[config.mk]
export PLATFORM = sky130hd
export DESIGN_NAME = esc_stats
export DESIGN_NICKNAME = d
export VERILOG_FILES = /design/src/esc_pkg.sv /design/src/esc_counter.sv /design/src/esc_stats.sv
export SDC_FILE = /design/constraint.sdc
export NUM_CORES = 1
export LEC_CHECK = 0
export CAP_MARGIN = 0
export CORE_MARGIN = 1
export CORE_UTILIZATION = 27
export DETAILED_ROUTE_END_ITERATION = 12
export DONT_BUFFER_PORTS = 1
export GPL_TIMING_DRIVEN = 0
export PLACE_DENSITY = 0.49
export SYNTH_ARGS = -nofsm -noshare
export SYNTH_HDL_FRONTEND = slang
export SYNTH_HIERARCHICAL = 1
export SYNTH_SLANG_ARGS = --single-unit
[constraint.sdc]
create_clock -name aclk -period 2.8 [get_ports aclk]
set_input_delay 0.28 -clock aclk [delete_from_list [all_inputs] [get_ports aclk]]
set_output_delay 0.28 -clock aclk [all_outputs]
set_load 0.05 [all_outputs]
[src/esc_pkg.sv]
// constants shared by the ethernet statistics counter bank
package esc_pkg;
  // ***************************************************************
  // register indices, byte address is four times the index
  // ***************************************************************
  localparam logic [5:0] IDX_SQE_ERR = 6'h01;
  localparam logic [5:0] IDX_MULTI_COLL = 6'h02;
  localparam logic [5:0] IDX_ONE_COLL = 6'h03;
  localparam logic [5:0] IDX_LATE_COLL = 6'h04;
  localparam logic [5:0] IDX_RX_OVERRUN = 6'h05;
  localparam logic [5:0] IDX_TX_FRAMES_LO = 6'h06;
  localparam logic [5:0] IDX_RX_FRAMES_LO = 6'h07;
  localparam logic [5:0] IDX_FRAME_HI = 6'h09;
  localparam logic [5:0] IDX_RX_BYTES_LO = 6'h0a;
  localparam logic [5:0] IDX_TX_BYTES_LO = 6'h0c;
  localparam logic [5:0] IDX_BYTE_HI = 6'h0d;
  localparam logic [5:0] IDX_CONTROL = 6'h10;
  localparam logic [5:0] IDX_EVENT = 6'h11;
  localparam int ADDR_W = 8;
  localparam int IDX_LSB = 2;

  // ***************************************************************
  // widths
  // ***************************************************************
  localparam int FRAME_W = 10;
  localparam int BYTE_W = 20;
  localparam int SMALL_W = 8;
  localparam int SQE_W = 4;
  localparam int LEN_W = 16;
  localparam int COLL_W = 5;
  localparam int NUM_SMALL = 4;

  // ***************************************************************
  // field positions and reset values
  // ***************************************************************
  localparam int CTL_STATS_ON = 0;
  localparam int CTL_SQE_EN = 1;
  localparam int EVT_UPDATE = 0;
  localparam logic CTL_STATS_ON_RST = 1'b0;
  localparam logic CTL_SQE_EN_RST = 1'b1;
  localparam logic [4:0] COLL_ONE = 5'h01;
  localparam logic [4:0] COLL_MULTI_MIN = 5'h02;
  localparam logic [4:0] COLL_MULTI_MAX = 5'h0f;

  // ***************************************************************
  // axi responses
  // ***************************************************************
  localparam logic [1:0] RESP_OKAY = 2'h0;
  localparam logic [1:0] RESP_DECERR = 2'h3;

  // small counter slots inside the generate loop
  typedef enum logic [1:0] {
    ESC_SLOT_LATE = 2'h0,
    ESC_SLOT_MULTI = 2'h1,
    ESC_SLOT_ONE = 2'h2,
    ESC_SLOT_OVERRUN = 2'h3
  } esc_slot_t;
endpackage

[src/esc_counter.sv]
// one statistics counter: wrap or saturate, clear on demand, halfway pulse
`timescale 1ns/1ps
module esc_counter #(
  parameter int W = 8,
  parameter int IW = 1,
  parameter bit SAT = 1'b0
) (
  // clock and reset
  input wire logic aclk,
  input wire logic aresetn,
  // control
  input wire logic inc_en,
  input wire logic [IW-1:0] inc_amt,
  input wire logic clr,
  // state
  output logic [W-1:0] count_r,
  output logic half_r
);
  logic [W:0] sum;
  logic [W-1:0] count_nxt;

  always_comb begin
    sum = {1'b0, count_r} + (W+1)'(inc_amt);
    count_nxt = count_r;
    if (clr) begin
      // an event in the clearing cycle is kept, not lost
      count_nxt = inc_en ? W'(inc_amt) : '0;
    end else if (inc_en) begin
      if (SAT && sum[W]) begin
        count_nxt = '1;
      end else begin
        count_nxt = sum[W-1:0];
      end
    end
  end

  always_ff @(posedge aclk) begin
    if (!aresetn) begin
      count_r <= '0;
    end else begin
      count_r <= count_nxt;
    end
  end

  // crossing of the top bit marks counting through half scale
  always_ff @(posedge aclk) begin
    if (!aresetn) begin
      half_r <= 1'b0;
    end else begin
      half_r <= inc_en && !clr && !count_r[W-1] && count_nxt[W-1];
    end
  end
endmodule

[src/esc_stats.sv]
// ethernet statistics counter bank behind an axi4-lite slave
// How it works
// received frames count good only when no upload error flag is set
// good-frame counters are 10 bits, wrap, flag update at 200h crossing
// reading rx frame count latches its two top bits into latch bits 1:0
// reading tx frame count latches its two top bits into latch bits 5:4
// reading the frame high latch leaves its contents untouched
// transmitted frames good unless excess collision, babble or starved flagged
// every late collision adds one, several per frame possible
// multi-collision count adds once per good frame with 2..15 collisions
// single-collision count adds once per good frame with one collision
// overruns count only after reception began, not full-at-start drops
// 8-bit counters wrap and flag update at 80h crossing
// sqe counter 4 bits, saturates at 0fh, flags at 08h, top bits zero
// sqe counting has its own enable in the media state register
// reading a collision, overrun or sqe counter clears it
// no counter moves until the statistics-on command is given
// byte counters 20 bits, low read latches top nibble into byte latch
// the byte high latch clears on reset
// software reads each 16-bit byte count in one access
// all half crossings merge into one sticky update flag
// frame latch bits 3:2 and 7:6 read as zero
//
// The implementer's own choice: the AXI4-Lite interface to the registers.
`timescale 1ns/1ps
module esc_stats (
  // clock and reset
  input wire logic aclk,
  input wire logic aresetn,
  // axi4-lite write address
  input wire logic [esc_pkg::ADDR_W-1:0] s_axi_awaddr,
  input wire logic [2:0] s_axi_awprot,
  input wire logic s_axi_awvalid,
  output logic s_axi_awready,
  // axi4-lite write data
  input wire logic [31:0] s_axi_wdata,
  input wire logic [3:0] s_axi_wstrb,
  input wire logic s_axi_wvalid,
  output logic s_axi_wready,
  // axi4-lite write response
  output logic [1:0] s_axi_bresp,
  output logic s_axi_bvalid,
  input wire logic s_axi_bready,
  // axi4-lite read address
  input wire logic [esc_pkg::ADDR_W-1:0] s_axi_araddr,
  input wire logic [2:0] s_axi_arprot,
  input wire logic s_axi_arvalid,
  output logic s_axi_arready,
  // axi4-lite read data
  output logic [31:0] s_axi_rdata,
  output logic [1:0] s_axi_rresp,
  output logic s_axi_rvalid,
  input wire logic s_axi_rready,
  // receive status events, one-cycle pulses
  input wire logic rx_frame_done,
  input wire logic [esc_pkg::LEN_W-1:0] rx_frame_len,
  input wire logic upload_overrun_flag,
  input wire logic upload_short_frame_flag,
  input wire logic upload_align_error_flag,
  input wire logic upload_checksum_error_flag,
  input wire logic upload_long_frame_flag,
  input wire logic receive_overflow_error,
  input wire logic rx_frame_started,
  // transmit status events, one-cycle pulses
  input wire logic tx_frame_done,
  input wire logic [esc_pkg::LEN_W-1:0] tx_frame_len,
  input wire logic [esc_pkg::COLL_W-1:0] tx_collision_count,
  input wire logic excess_collision_flag,
  input wire logic transmit_babble_flag,
  input wire logic transmit_starved_flag,
  input wire logic late_collision_pulse,
  input wire logic sqe_error_pulse,
  // indication
  output logic stats_update_event
);
  // ***************************************************************
  // register bus state
  // ***************************************************************
  logic aw_got_r;
  logic w_got_r;
  logic [esc_pkg::ADDR_W-1:0] awaddr_r;
  logic [31:0] wdata_r;
  logic [3:0] wstrb_r;
  logic bvalid_r;
  logic [1:0] bresp_r;
  logic rvalid_r;
  logic [31:0] rdata_r;
  logic [1:0] rresp_r;
  logic ar_take;
  logic wr_fire;
  logic [5:0] rd_idx;
  logic [5:0] wr_idx;

  // ***************************************************************
  // control and counter state
  // ***************************************************************
  logic stats_on_command;
  logic sqe_count_enable;
  logic update_r;
  logic [1:0] rx_frame_high_bits;
  logic [1:0] tx_frame_high_bits;
  logic [3:0] rx_byte_high_nibble;
  logic [3:0] tx_byte_high_nibble;
  logic [esc_pkg::FRAME_W-1:0] rx_frames;
  logic [esc_pkg::FRAME_W-1:0] tx_frames;
  logic [esc_pkg::BYTE_W-1:0] good_rx_byte_count;
  logic [esc_pkg::BYTE_W-1:0] good_tx_byte_count;
  logic [esc_pkg::SQE_W-1:0] sqe_error_count;
  logic [esc_pkg::SMALL_W-1:0] small_cnt [esc_pkg::NUM_SMALL];
  logic [esc_pkg::NUM_SMALL-1:0] small_inc;
  logic [esc_pkg::NUM_SMALL-1:0] small_clr;
  logic [esc_pkg::NUM_SMALL-1:0] small_half;
  logic rx_frm_half;
  logic tx_frm_half;
  logic rx_byt_half;
  logic tx_byt_half;
  logic sqe_half;
  logic rx_good;
  logic tx_good;
  logic any_half;
  logic rd_rx_frames;
  logic rd_tx_frames;
  logic rd_rx_bytes;
  logic rd_tx_bytes;
  logic rd_sqe;
  logic evt_clear;

  assign ar_take = s_axi_arvalid && s_axi_arready;
  assign wr_fire = aw_got_r && w_got_r && !bvalid_r;
  assign rd_idx = s_axi_araddr[esc_pkg::IDX_LSB +: 6];
  assign wr_idx = awaddr_r[esc_pkg::IDX_LSB +: 6];

  // ***************************************************************
  // event qualification
  // ***************************************************************
  // any upload error disqualifies
  assign rx_good = rx_frame_done && !(upload_overrun_flag || upload_short_frame_flag ||
                   upload_align_error_flag || upload_checksum_error_flag ||
                   upload_long_frame_flag);
  // transmit errors disqualify
  assign tx_good = tx_frame_done && !(excess_collision_flag || transmit_babble_flag ||
                   transmit_starved_flag);

  // counters held until enabled
  always_comb begin
    small_inc = '0;
    if (stats_on_command) begin
      // each late collision counts
      small_inc[esc_pkg::ESC_SLOT_LATE] = late_collision_pulse;
      // good frame, 2..15 collisions
      small_inc[esc_pkg::ESC_SLOT_MULTI] = tx_good &&
        (tx_collision_count >= esc_pkg::COLL_MULTI_MIN) &&
        (tx_collision_count <= esc_pkg::COLL_MULTI_MAX);
      // good frame, exactly one
      small_inc[esc_pkg::ESC_SLOT_ONE] = tx_good && (tx_collision_count == esc_pkg::COLL_ONE);
      // only overruns after frame start
      small_inc[esc_pkg::ESC_SLOT_OVERRUN] = receive_overflow_error && rx_frame_started;
    end
  end

  // ***************************************************************
  // read-side strobes
  // ***************************************************************
  assign rd_rx_frames = ar_take && (rd_idx == esc_pkg::IDX_RX_FRAMES_LO);
  assign rd_tx_frames = ar_take && (rd_idx == esc_pkg::IDX_TX_FRAMES_LO);
  assign rd_rx_bytes = ar_take && (rd_idx == esc_pkg::IDX_RX_BYTES_LO);
  assign rd_tx_bytes = ar_take && (rd_idx == esc_pkg::IDX_TX_BYTES_LO);
  assign rd_sqe = ar_take && (rd_idx == esc_pkg::IDX_SQE_ERR);

  // collision and overrun reads clear
  always_comb begin
    small_clr = '0;
    small_clr[esc_pkg::ESC_SLOT_LATE] = ar_take && (rd_idx == esc_pkg::IDX_LATE_COLL);
    small_clr[esc_pkg::ESC_SLOT_MULTI] = ar_take && (rd_idx == esc_pkg::IDX_MULTI_COLL);
    small_clr[esc_pkg::ESC_SLOT_ONE] = ar_take && (rd_idx == esc_pkg::IDX_ONE_COLL);
    small_clr[esc_pkg::ESC_SLOT_OVERRUN] = ar_take && (rd_idx == esc_pkg::IDX_RX_OVERRUN);
  end

  // ***************************************************************
  // counters
  // ***************************************************************
  // four wrapping 8-bit counters
  for (genvar i = 0; i < esc_pkg::NUM_SMALL; i++) begin : g_small
    esc_counter #(.W(esc_pkg::SMALL_W), .IW(1), .SAT(1'b0)) u_cnt (
      .aclk(aclk),
      .aresetn(aresetn),
      .inc_en(small_inc[i]),
      .inc_amt(1'b1),
      .clr(small_clr[i]),
      .count_r(small_cnt[i]),
      .half_r(small_half[i])
    );
  end

  // 10-bit good-frame counters, kept across reads
  esc_counter #(.W(esc_pkg::FRAME_W), .IW(1), .SAT(1'b0)) u_rx_frm (
    .aclk(aclk),
    .aresetn(aresetn),
    .inc_en(stats_on_command && rx_good),
    .inc_amt(1'b1),
    .clr(1'b0),
    .count_r(rx_frames),
    .half_r(rx_frm_half)
  );

  esc_counter #(.W(esc_pkg::FRAME_W), .IW(1), .SAT(1'b0)) u_tx_frm (
    .aclk(aclk),
    .aresetn(aresetn),
    .inc_en(stats_on_command && tx_good),
    .inc_amt(1'b1),
    .clr(1'b0),
    .count_r(tx_frames),
    .half_r(tx_frm_half)
  );

  // 20-bit byte counters, cleared by their low read
  esc_counter #(.W(esc_pkg::BYTE_W), .IW(esc_pkg::LEN_W), .SAT(1'b0)) u_rx_byt (
    .aclk(aclk),
    .aresetn(aresetn),
    .inc_en(stats_on_command && rx_good),
    .inc_amt(rx_frame_len),
    .clr(rd_rx_bytes),
    .count_r(good_rx_byte_count),
    .half_r(rx_byt_half)
  );

  esc_counter #(.W(esc_pkg::BYTE_W), .IW(esc_pkg::LEN_W), .SAT(1'b0)) u_tx_byt (
    .aclk(aclk),
    .aresetn(aresetn),
    .inc_en(stats_on_command && tx_good),
    .inc_amt(tx_frame_len),
    .clr(rd_tx_bytes),
    .count_r(good_tx_byte_count),
    .half_r(tx_byt_half)
  );

  // saturating 4-bit sqe counter
  // own enable gates it
  esc_counter #(.W(esc_pkg::SQE_W), .IW(1), .SAT(1'b1)) u_sqe (
    .aclk(aclk),
    .aresetn(aresetn),
    .inc_en(stats_on_command && sqe_count_enable && sqe_error_pulse),
    .inc_amt(1'b1),
    .clr(rd_sqe),
    .count_r(sqe_error_count),
    .half_r(sqe_half)
  );

  // ***************************************************************
  // high-bit latches
  // ***************************************************************
  // rx frame read latches bits 9:8
  // tx frame read latches bits 9:8
  // only counter reads touch the latch
  always_ff @(posedge aclk) begin
    if (!aresetn) begin
      rx_frame_high_bits <= '0;
      tx_frame_high_bits <= '0;
    end else begin
      if (rd_rx_frames) begin
        rx_frame_high_bits <= rx_frames[esc_pkg::FRAME_W-1 -: 2];
      end
      if (rd_tx_frames) begin
        tx_frame_high_bits <= tx_frames[esc_pkg::FRAME_W-1 -: 2];
      end
    end
  end

  // byte read latches top nibble
  // latch cleared by reset
  always_ff @(posedge aclk) begin
    if (!aresetn) begin
      rx_byte_high_nibble <= '0;
      tx_byte_high_nibble <= '0;
    end else begin
      if (rd_rx_bytes) begin
        rx_byte_high_nibble <= good_rx_byte_count[esc_pkg::BYTE_W-1 -: 4];
      end
      if (rd_tx_bytes) begin
        tx_byte_high_nibble <= good_tx_byte_count[esc_pkg::BYTE_W-1 -: 4];
      end
    end
  end

  // ***************************************************************
  // update flag and control register
  // ***************************************************************
  assign any_half = (|small_half) || rx_frm_half || tx_frm_half || rx_byt_half ||
                    tx_byt_half || sqe_half;
  assign evt_clear = wr_fire && (wr_idx == esc_pkg::IDX_EVENT) && wstrb_r[0] &&
                     wdata_r[esc_pkg::EVT_UPDATE];

  // sticky, set beats write-one clear
  always_ff @(posedge aclk) begin
    if (!aresetn) begin
      update_r <= 1'b0;
      stats_update_event <= 1'b0;
    end else begin
      update_r <= any_half || (update_r && !evt_clear);
      stats_update_event <= any_half || (update_r && !evt_clear);
    end
  end

  // statistics-on command bit
  always_ff @(posedge aclk) begin
    if (!aresetn) begin
      stats_on_command <= esc_pkg::CTL_STATS_ON_RST;
      sqe_count_enable <= esc_pkg::CTL_SQE_EN_RST;
    end else if (wr_fire && (wr_idx == esc_pkg::IDX_CONTROL) && wstrb_r[0]) begin
      stats_on_command <= wdata_r[esc_pkg::CTL_STATS_ON];
      sqe_count_enable <= wdata_r[esc_pkg::CTL_SQE_EN];
    end
  end

  // ***************************************************************
  // axi4-lite write channel
  // ***************************************************************
  // address and data taken in either order, one write at a time
  always_ff @(posedge aclk) begin
    if (!aresetn) begin
      aw_got_r <= 1'b0;
      w_got_r <= 1'b0;
      awaddr_r <= '0;
      wdata_r <= '0;
      wstrb_r <= '0;
    end else begin
      if (s_axi_awvalid && s_axi_awready) begin
        aw_got_r <= 1'b1;
        awaddr_r <= s_axi_awaddr;
      end else if (wr_fire) begin
        aw_got_r <= 1'b0;
      end
      if (s_axi_wvalid && s_axi_wready) begin
        w_got_r <= 1'b1;
        wdata_r <= s_axi_wdata;
        wstrb_r <= s_axi_wstrb;
      end else if (wr_fire) begin
        w_got_r <= 1'b0;
      end
    end
  end

  always_ff @(posedge aclk) begin
    if (!aresetn) begin
      s_axi_awready <= 1'b0;
      s_axi_wready <= 1'b0;
    end else begin
      s_axi_awready <= !aw_got_r && !(s_axi_awvalid && s_axi_awready) && !bvalid_r;
      s_axi_wready <= !w_got_r && !(s_axi_wvalid && s_axi_wready) && !bvalid_r;
    end
  end

  // counter locations accept writes silently; holes answer decerr
  always_ff @(posedge aclk) begin
    if (!aresetn) begin
      bvalid_r <= 1'b0;
      bresp_r <= esc_pkg::RESP_OKAY;
    end else if (wr_fire) begin
      bvalid_r <= 1'b1;
      case (wr_idx)
        esc_pkg::IDX_SQE_ERR, esc_pkg::IDX_MULTI_COLL, esc_pkg::IDX_ONE_COLL,
        esc_pkg::IDX_LATE_COLL, esc_pkg::IDX_RX_OVERRUN, esc_pkg::IDX_TX_FRAMES_LO,
        esc_pkg::IDX_RX_FRAMES_LO, esc_pkg::IDX_FRAME_HI, esc_pkg::IDX_RX_BYTES_LO,
        esc_pkg::IDX_TX_BYTES_LO, esc_pkg::IDX_BYTE_HI, esc_pkg::IDX_CONTROL,
        esc_pkg::IDX_EVENT: begin
          bresp_r <= esc_pkg::RESP_OKAY;
        end
        default: begin
          bresp_r <= esc_pkg::RESP_DECERR;
        end
      endcase
    end else if (bvalid_r && s_axi_bready) begin
      bvalid_r <= 1'b0;
    end
  end

  assign s_axi_bvalid = bvalid_r;
  assign s_axi_bresp = bresp_r;

  // ***************************************************************
  // axi4-lite read channel
  // ***************************************************************
  always_ff @(posedge aclk) begin
    if (!aresetn) begin
      s_axi_arready <= 1'b0;
    end else begin
      s_axi_arready <= !rvalid_r && !ar_take;
    end
  end

  // data sampled before the clear lands in the same edge
  always_ff @(posedge aclk) begin
    if (!aresetn) begin
      rvalid_r <= 1'b0;
      rdata_r <= '0;
      rresp_r <= esc_pkg::RESP_OKAY;
    end else if (ar_take) begin
      rvalid_r <= 1'b1;
      rresp_r <= esc_pkg::RESP_OKAY;
      rdata_r <= '0;
      case (rd_idx)
        esc_pkg::IDX_SQE_ERR: begin
          // upper four bits read zero
          rdata_r[esc_pkg::SQE_W-1:0] <= sqe_error_count;
        end
        esc_pkg::IDX_MULTI_COLL: begin
          rdata_r[esc_pkg::SMALL_W-1:0] <= small_cnt[esc_pkg::ESC_SLOT_MULTI];
        end
        esc_pkg::IDX_ONE_COLL: begin
          rdata_r[esc_pkg::SMALL_W-1:0] <= small_cnt[esc_pkg::ESC_SLOT_ONE];
        end
        esc_pkg::IDX_LATE_COLL: begin
          rdata_r[esc_pkg::SMALL_W-1:0] <= small_cnt[esc_pkg::ESC_SLOT_LATE];
        end
        esc_pkg::IDX_RX_OVERRUN: begin
          rdata_r[esc_pkg::SMALL_W-1:0] <= small_cnt[esc_pkg::ESC_SLOT_OVERRUN];
        end
        esc_pkg::IDX_TX_FRAMES_LO: begin
          rdata_r[esc_pkg::SMALL_W-1:0] <= tx_frames[esc_pkg::SMALL_W-1:0];
        end
        esc_pkg::IDX_RX_FRAMES_LO: begin
          rdata_r[esc_pkg::SMALL_W-1:0] <= rx_frames[esc_pkg::SMALL_W-1:0];
        end
        esc_pkg::IDX_FRAME_HI: begin
          // gaps stay zero
          rdata_r[7:0] <= {2'h0, tx_frame_high_bits, 2'h0, rx_frame_high_bits};
        end
        esc_pkg::IDX_RX_BYTES_LO: begin
          // whole low half in one read
          rdata_r[esc_pkg::LEN_W-1:0] <= good_rx_byte_count[esc_pkg::LEN_W-1:0];
        end
        esc_pkg::IDX_TX_BYTES_LO: begin
          rdata_r[esc_pkg::LEN_W-1:0] <= good_tx_byte_count[esc_pkg::LEN_W-1:0];
        end
        esc_pkg::IDX_BYTE_HI: begin
          rdata_r[7:0] <= {tx_byte_high_nibble, rx_byte_high_nibble};
        end
        esc_pkg::IDX_CONTROL: begin
          rdata_r[esc_pkg::CTL_STATS_ON] <= stats_on_command;
          rdata_r[esc_pkg::CTL_SQE_EN] <= sqe_count_enable;
        end
        esc_pkg::IDX_EVENT: begin
          rdata_r[esc_pkg::EVT_UPDATE] <= update_r;
        end
        default: begin
          rresp_r <= esc_pkg::RESP_DECERR;
        end
      endcase
    end else if (rvalid_r && s_axi_rready) begin
      rvalid_r <= 1'b0;
    end
  end

  assign s_axi_rvalid = rvalid_r;
  assign s_axi_rdata = rdata_r;
  assign s_axi_rresp = rresp_r;
endmodule

Yosys cells after proc, flatten, opt, wreduce, memory -nomap -nowiden
Memories as Yosys holds them, arrays and structs flattened. A register that Yosys moved wholly into a read port is not among the register bits.
Cells that the tools add are included.
Widths: inputs -> output; s select.
{"block": "op_classes", "n_eq_ne": 16, "reduce_logical": 113, "n_mux": 41, "add_sub_neg": 9, "n_lt_le_gt_ge": 2}
{"op": "$mux 20", "n": 4}
{"op": "$mux 8", "n": 8}
{"op": "$logic_and 1x1->1", "n": 62}
{"op": "$add 20x16->20", "n": 2}
{"op": "$pmux 4 s10", "n": 1}
{"op": "$add 8x1->8 const B", "n": 4}
{"op": "$mux 16", "n": 2}
{"op": "$logic_not 1->1", "n": 26}
{"op": "$eq 6x3->1 const B", "n": 4}
{"op": "$eq 6x4->1 const B", "n": 4}
{"op": "$eq 6x5->1 const B", "n": 4}
{"op": "$reduce_bool 2->1", "n": 11}
{"op": "$add 10x1->10 const B", "n": 2}
{"op": "$mux 10", "n": 2}
{"op": "$pmux 2 s10", "n": 1}
{"op": "$mux 4", "n": 4}
{"op": "$pmux 8 s2", "n": 1}
{"op": "$pmux 1 s13", "n": 1}
{"op": "$reduce_or 13->1", "n": 1}
{"op": "$eq 6x2->1 const B", "n": 2}
{"op": "$logic_or 1x1->1", "n": 12}
{"op": "$mux 1", "n": 12}
{"op": "$pmux 1 s12", "n": 1}
{"op": "$mux 5", "n": 2}
{"op": "7 further kinds", "n": 8}
{"block": "word_totals", "out_inout_bits": 42, "in_bits": 116, "wordCells": 229, "regBits": 158, "rom_bits": 64, "mem_count": 1}
{"name": "(name not given)", "words": 32, "width": 2, "read_ports": 1, "rd_clocked_by_memory_dff": 1, "write_ports": 0, "line_no": "esc_stats.sv:360", "text": "case (wr_idx)"}

Longest topological paths before layout
{"block": "logic_depth", "depth_word": 10, "mapped_depth": 12, "depth_no_buf": 9}

Modules after synthesis
The synthesis kept the hierarchy.
{"module": "esc_counter at u_rx_byt ...", "cells_per_inst": 216, "seq_area_each_um2": 420.4, "instances": 2, "area_per_inst_um2": 1742.9}
{"module": "esc_stats", "cells_per_inst": 370, "seq_area_each_um2": 1001.0, "instances": 1, "area_per_inst_um2": 3064.2}
{"module": "esc_counter at g_small[0].u_cnt ...", "cells_per_inst": 44, "seq_area_each_um2": 180.2, "instances": 4, "area_per_inst_um2": 406.6}
{"module": "esc_counter at u_rx_frm ...", "cells_per_inst": 56, "seq_area_each_um2": 220.2, "instances": 2, "area_per_inst_um2": 531.8}
{"module": "esc_counter at u_sqe", "cells_per_inst": 24, "seq_area_each_um2": 100.1, "instances": 1, "area_per_inst_um2": 231.5}

Worst setup path after synthesis
OpenSTA, ideal clock, no wires.
{"block": "synth_timing", "kind": "register -> register", "from": "register s_axi_arready", "to": "register u_rx_byt.count_r[11]", "n_path_buf": 3, "path_slack_ns": 0.488, "path_stages_with_launch": 11, "required_time_ns": 2.713, "setup_ns": 0.087, "arrival_ns": 2.225, "synth_period_minus_slack_ns": 2.312, "cell_sequence": "dfxtp_1 and2_1 clkbuf_1 nand2_1 inv_1 and2_0 clkbuf_1 clkbuf_1 a22o_1 nand2_1 o31ai_1"}
{"block": "synth_between", "elab_chain_len": 3, "word_cells_on_any_way": 4, "classes_between": "1 x mux; 3 x reduce/logical"}
{"element": "start: declaration", "line_no": "esc_stats.sv:48", "text": "output logic s_axi_arready,"}
{"element": "start signal: assignment", "line_no": "esc_stats.sv:387", "text": "s_axi_arready <= !rvalid_r && !ar_take;"}
{"element": "$logic_and 1x1->1 *", "line_no": "esc_stats.sv:128", "text": "assign ar_take = s_axi_arvalid && s_axi_arready;"}
{"element": "$logic_and 1x1->1 *", "line_no": "esc_stats.sv:166", "text": "assign rd_rx_bytes = ar_take && (rd_idx == esc_pkg::IDX_RX_BYTES_LO);"}
{"element": "named net rd_rx_bytes", "line_no": "esc_stats.sv:123", "text": "logic rd_rx_bytes;"}
{"element": "$mux 20 or $reduce_bool 2->1 (tied branches)"}
{"element": "end signal: assignment", "line_no": "esc_counter.sv:41", "text": "count_r <= count_nxt;"}
{"element": "end: declaration", "line_no": "esc_counter.sv:16", "text": "output logic [W-1:0] count_r,"}
The timed path passes the listed nets; every way through them passes the cells marked *.
A chain may end at the register's enable or synchronous reset.

Final worst setup path
{"block": "layout_timing", "from": "register stats_on_command", "to": "register u_rx_byt.count_r[15]"}
{"block": "layout_between", "elab_chain_len": 3, "word_cells_on_any_way": 4, "classes_between": "2 x mux; 2 x reduce/logical"}
{"element": "start: declaration", "line_no": "esc_stats.sv:97", "text": "logic stats_on_command;"}
{"element": "start signal: assignment", "line_no": "esc_stats.sv:307", "text": "stats_on_command <= esc_pkg::CTL_STATS_ON_RST;"}
{"element": "start signal: assignment", "line_no": "esc_stats.sv:310", "text": "stats_on_command <= wdata_r[esc_pkg::CTL_STATS_ON];"}
{"element": "$logic_and 1x1->1 *", "line_no": "esc_stats.sv:220", "text": ".inc_en(stats_on_command && rx_good),"}
{"element": "$mux 16", "line_no": "esc_counter.sv:27", "text": "count_nxt = inc_en ? W'(inc_amt) : '0;"}
{"element": "$mux 20", "line_no": "esc_counter.sv:25", "text": "if (clr) begin"}
Mark *: on every way between the ends. The rest lies on a longest branch, timed or not.

==> results.toml <==
[clock_tree]
cts.htree.levels = 4
cts_buffers = 17
cts_setup_buffers = 0
cts_tree = "built"
ctsRootBufferMaster = "clkbuf_16"
clk_latency_ns = 0.43
clkSlewWorstSetupHoldPaths_ns = 0.07
clock_path_buffers = 2
clock-sinks = 155

[finish]
drive_gt1_share_pct = 11.5
nets = 1339
seq_area_um2 = 3100
area_growth_pct = 14.6
final_util_pct = 31.4
antenna_cells = 0
multi_input_area_um2 = 5980
nFillCells = 3744

[detailed_routing]
viasPerCell = 5.10
vias = 8374
drt-initial-drc-count = 532
routedWlPerCell_um = 17.6
drt-total-wl_um = 29000
route.detailed.drc = 0
antenna_left = 0
firstDrtPassIters = 5

[global_route]
grt_max_degree = 19
antenna_found_initial = 1
grt_pass1_wl_um = 45200
overflow = 0
first_global_vias = 7911
grtUsageTotal_pct = 16.3

[floorplanning]
die_y_um = 189
die_area_um2 = 35800
ios = 158
die-width_um = 189
core-area_um2 = 34500
fp-row-count = 68
initial_core_util_pct = 27.4

[min_path]
hold_path.class = "in -> reg"
min_to = "u_rx_byt/count_r[2]$_SDFFE_PN0P_"
hold_depth = 2
min_from = "rx_frame_len[2]"

[setup_path]
required_ns = 3.18
reg2reg_to = "u_rx_byt/count_r[15]$_SDFFE_PN0P_"
timing.rr.start = "stats_on_command$_SDFFE_PN0P_"
critPathMaxFanout = 10
cp_data_arrival_time_ns = 2.94
crit_type = "reg -> reg"
ff2ff_setup_slack_ns = 0.24
reg2reg_depth = 7
startpoint_type = "flip-flop"
endpoint_kind = "flip-flop"

[synthesis]
synth_edf_count = 0
synth_area_leaders = "dfxtp_1, ha_1, a21oi_1"
synth.most_common_cell = "dfxtp_1"
ys.flop_type = "dfxtp_1"
synth_top_area_share_pct = 32.8
yosysTopAreaCell = "dfxtp_1"
synthArstFlopShare_pct = 0
synthCells = 1114
ys_ff_latch = 155
synthTopCellsByCount = "dfxtp_1, nand2_1, a21oi_1"
syn_avg_cell_area_um2 = 8.50
synthesis.area_um2 = 9470
synth_cell_type_count = 85
synth_warnings = 6
ys_seq_area_share_pct = 32.8

[placement]
dp_hpwl_um = 22000
gp_congestion = 0.847
pre_cts_ws_ns = -0.309
port_buffers = 0

[timing]
tightestPinTransition_ns = 0.803
drv_slew = 0
rsz0062_at_grt = "no"
hold_violations = 0
layout_setup_ws_ns = 0.245
fin_crit_ns = 2.56
relSlewSlack_pct = 46.3
fmax_ghz = 0.391
setup_violations = 0
period_share_pct = 91.3
skew_ns = 0.0109

[power]
peakVddDrop_v = 0.000365
power_density_nw_per_um2 = 476
leakagePower_nw = 3.98

[job]
maxCapViolCount = 0

[run_status]
status = "finished clean"
[cells by family after synthesis]
logic type	count (synthesis)	share of synthesized area, %
other	2	0.0793
AO/OA/AOI/OAI	296	21.5
XOR/XNOR	40	3.70
buffers and inverters	97	5.53
multiplexers	46	5.55
flip-flops	155	32.8
AND/OR/NAND/NOR	429	24.3
adder cells (fa/ha/maj)	49	6.63
[critical path: stages (launching register included)]
cell and delay, ns:
dfxtp_1 0.62, and3_1 0.38, buf_2 0.30, clkbuf_1 0.42
nand2_1 0.38, nor3_1 0.26, a21oi_1 0.06, nand2_1 0.08
[cell usage in the layout (no fill, tap or decap), types with 11 or more instances in the layout]
cell,n
a21o_1,15
a21oi_1,86
a22o_1,26
a22oi_1,11
a31oi_1,11
and2_1,18
buf_4,30
clkbuf_1,23
clkbuf_16,17
conb_1,38
dfxtp_1,154
ha_1,47
inv_1,25
mux2i_1,39
nand2_1,109
nand2b_1,19
nand3_1,43
nand4_1,27
nor2_1,79
nor3_1,33
o21a_1,12
o21ai_0,59
or3_1,16
xnor2_1,18
xor2_1,22
[final cells by class]
type,instances,area share [%]
multi-input cells,898,55.1
flip-flops and latches,155,28.6
well taps,455,5.25
plain buffers,71,3.95
clock buffers,17,3.92
clock inverters,15,1.75
inverters,25,0.865
repair buffers,6,0.553
[sequential cells by signal, indices dropped and copies added (netlist names), 4 cells and up, named ones only]
signal,flops
g_small.u_cnt/count_r,32
u_tx_byt/count_r,20
tx_byte_high_nibble,4
s_axi_rdata,16
awaddr_r,6
u_tx_frm/count_r,10
rx_byte_high_nibble,4
u_sqe/count_r,4
u_rx_byt/count_r,20
g_small.u_cnt/half_r,4
u_rx_frm/count_r,10
[worst max path at each step]
stage                                        startpoint  slack, ns                           endpoint  cells after the start
after floorplan                s_axi_arready$_SDFF_PN0_       0.49  u_rx_byt/count_r[11]$_SDFFE_PN0P_                     10
after global placement         s_axi_arready$_SDFF_PN0_      -0.30  u_rx_byt/count_r[11]$_SDFFE_PN0P_                     10
after detailed placement       s_axi_arready$_SDFF_PN0_      -0.31  u_rx_byt/count_r[11]$_SDFFE_PN0P_                     10
after CTS                 stats_on_command$_SDFFE_PN0P_       0.09  u_tx_byt/count_r[15]$_SDFFE_PN0P_                      8
after global routing      stats_on_command$_SDFFE_PN0P_       0.04  u_rx_byt/count_r[15]$_SDFFE_PN0P_                      7
final                     stats_on_command$_SDFFE_PN0P_       0.24  u_rx_byt/count_r[15]$_SDFFE_PN0P_                      7
[routing by layer]
layer  vias up  GRT usage (%)  part of all wire [%]
li1       4172              -                     -
met1      3968           21.5                    47
met2       207           25.8                    45
met3        27           4.11                   5.7
met4         0           5.46                   2.1
met5         -              0                     0
[what timing repair did]
action                                  4_1_cts  5_1_grt
cloned                                        0        0
endpoints found under the setup margin       10        8
hold endpoints to repair                     13        0
resized for setup                             2        2
hold buffers                                  6        0
[per-stage QoR]
step	TNS [ns]	total power, mW	instances	instance area (um^2)	hold slack (ns)
2_1_floorplan	0	2.65	1150	9610	0.352
5_1_grt	0	5.35	1642	10900	0.0173
4_1_cts	0	5.24	1643	10900	0.00191
3_5_place_dp	-3.54	2.73	1605	10200	0.368
3_3_place_gp	-3.03	2.73	1605	10200	0.367
6_report	0	5.16	1642	10900	0.0167
[power breakdown]
| group | internal (mW) | leakage [nW] | switching [mW] |
|---|---|---|---|
| sequential | 2.23 | 1.25 | 0.0704 |
| clock | 1.37 | 0.301 | 1.10 |
| combinational | 0.133 | 2.43 | 0.261 |
Power figures use the tool's default switching activity.
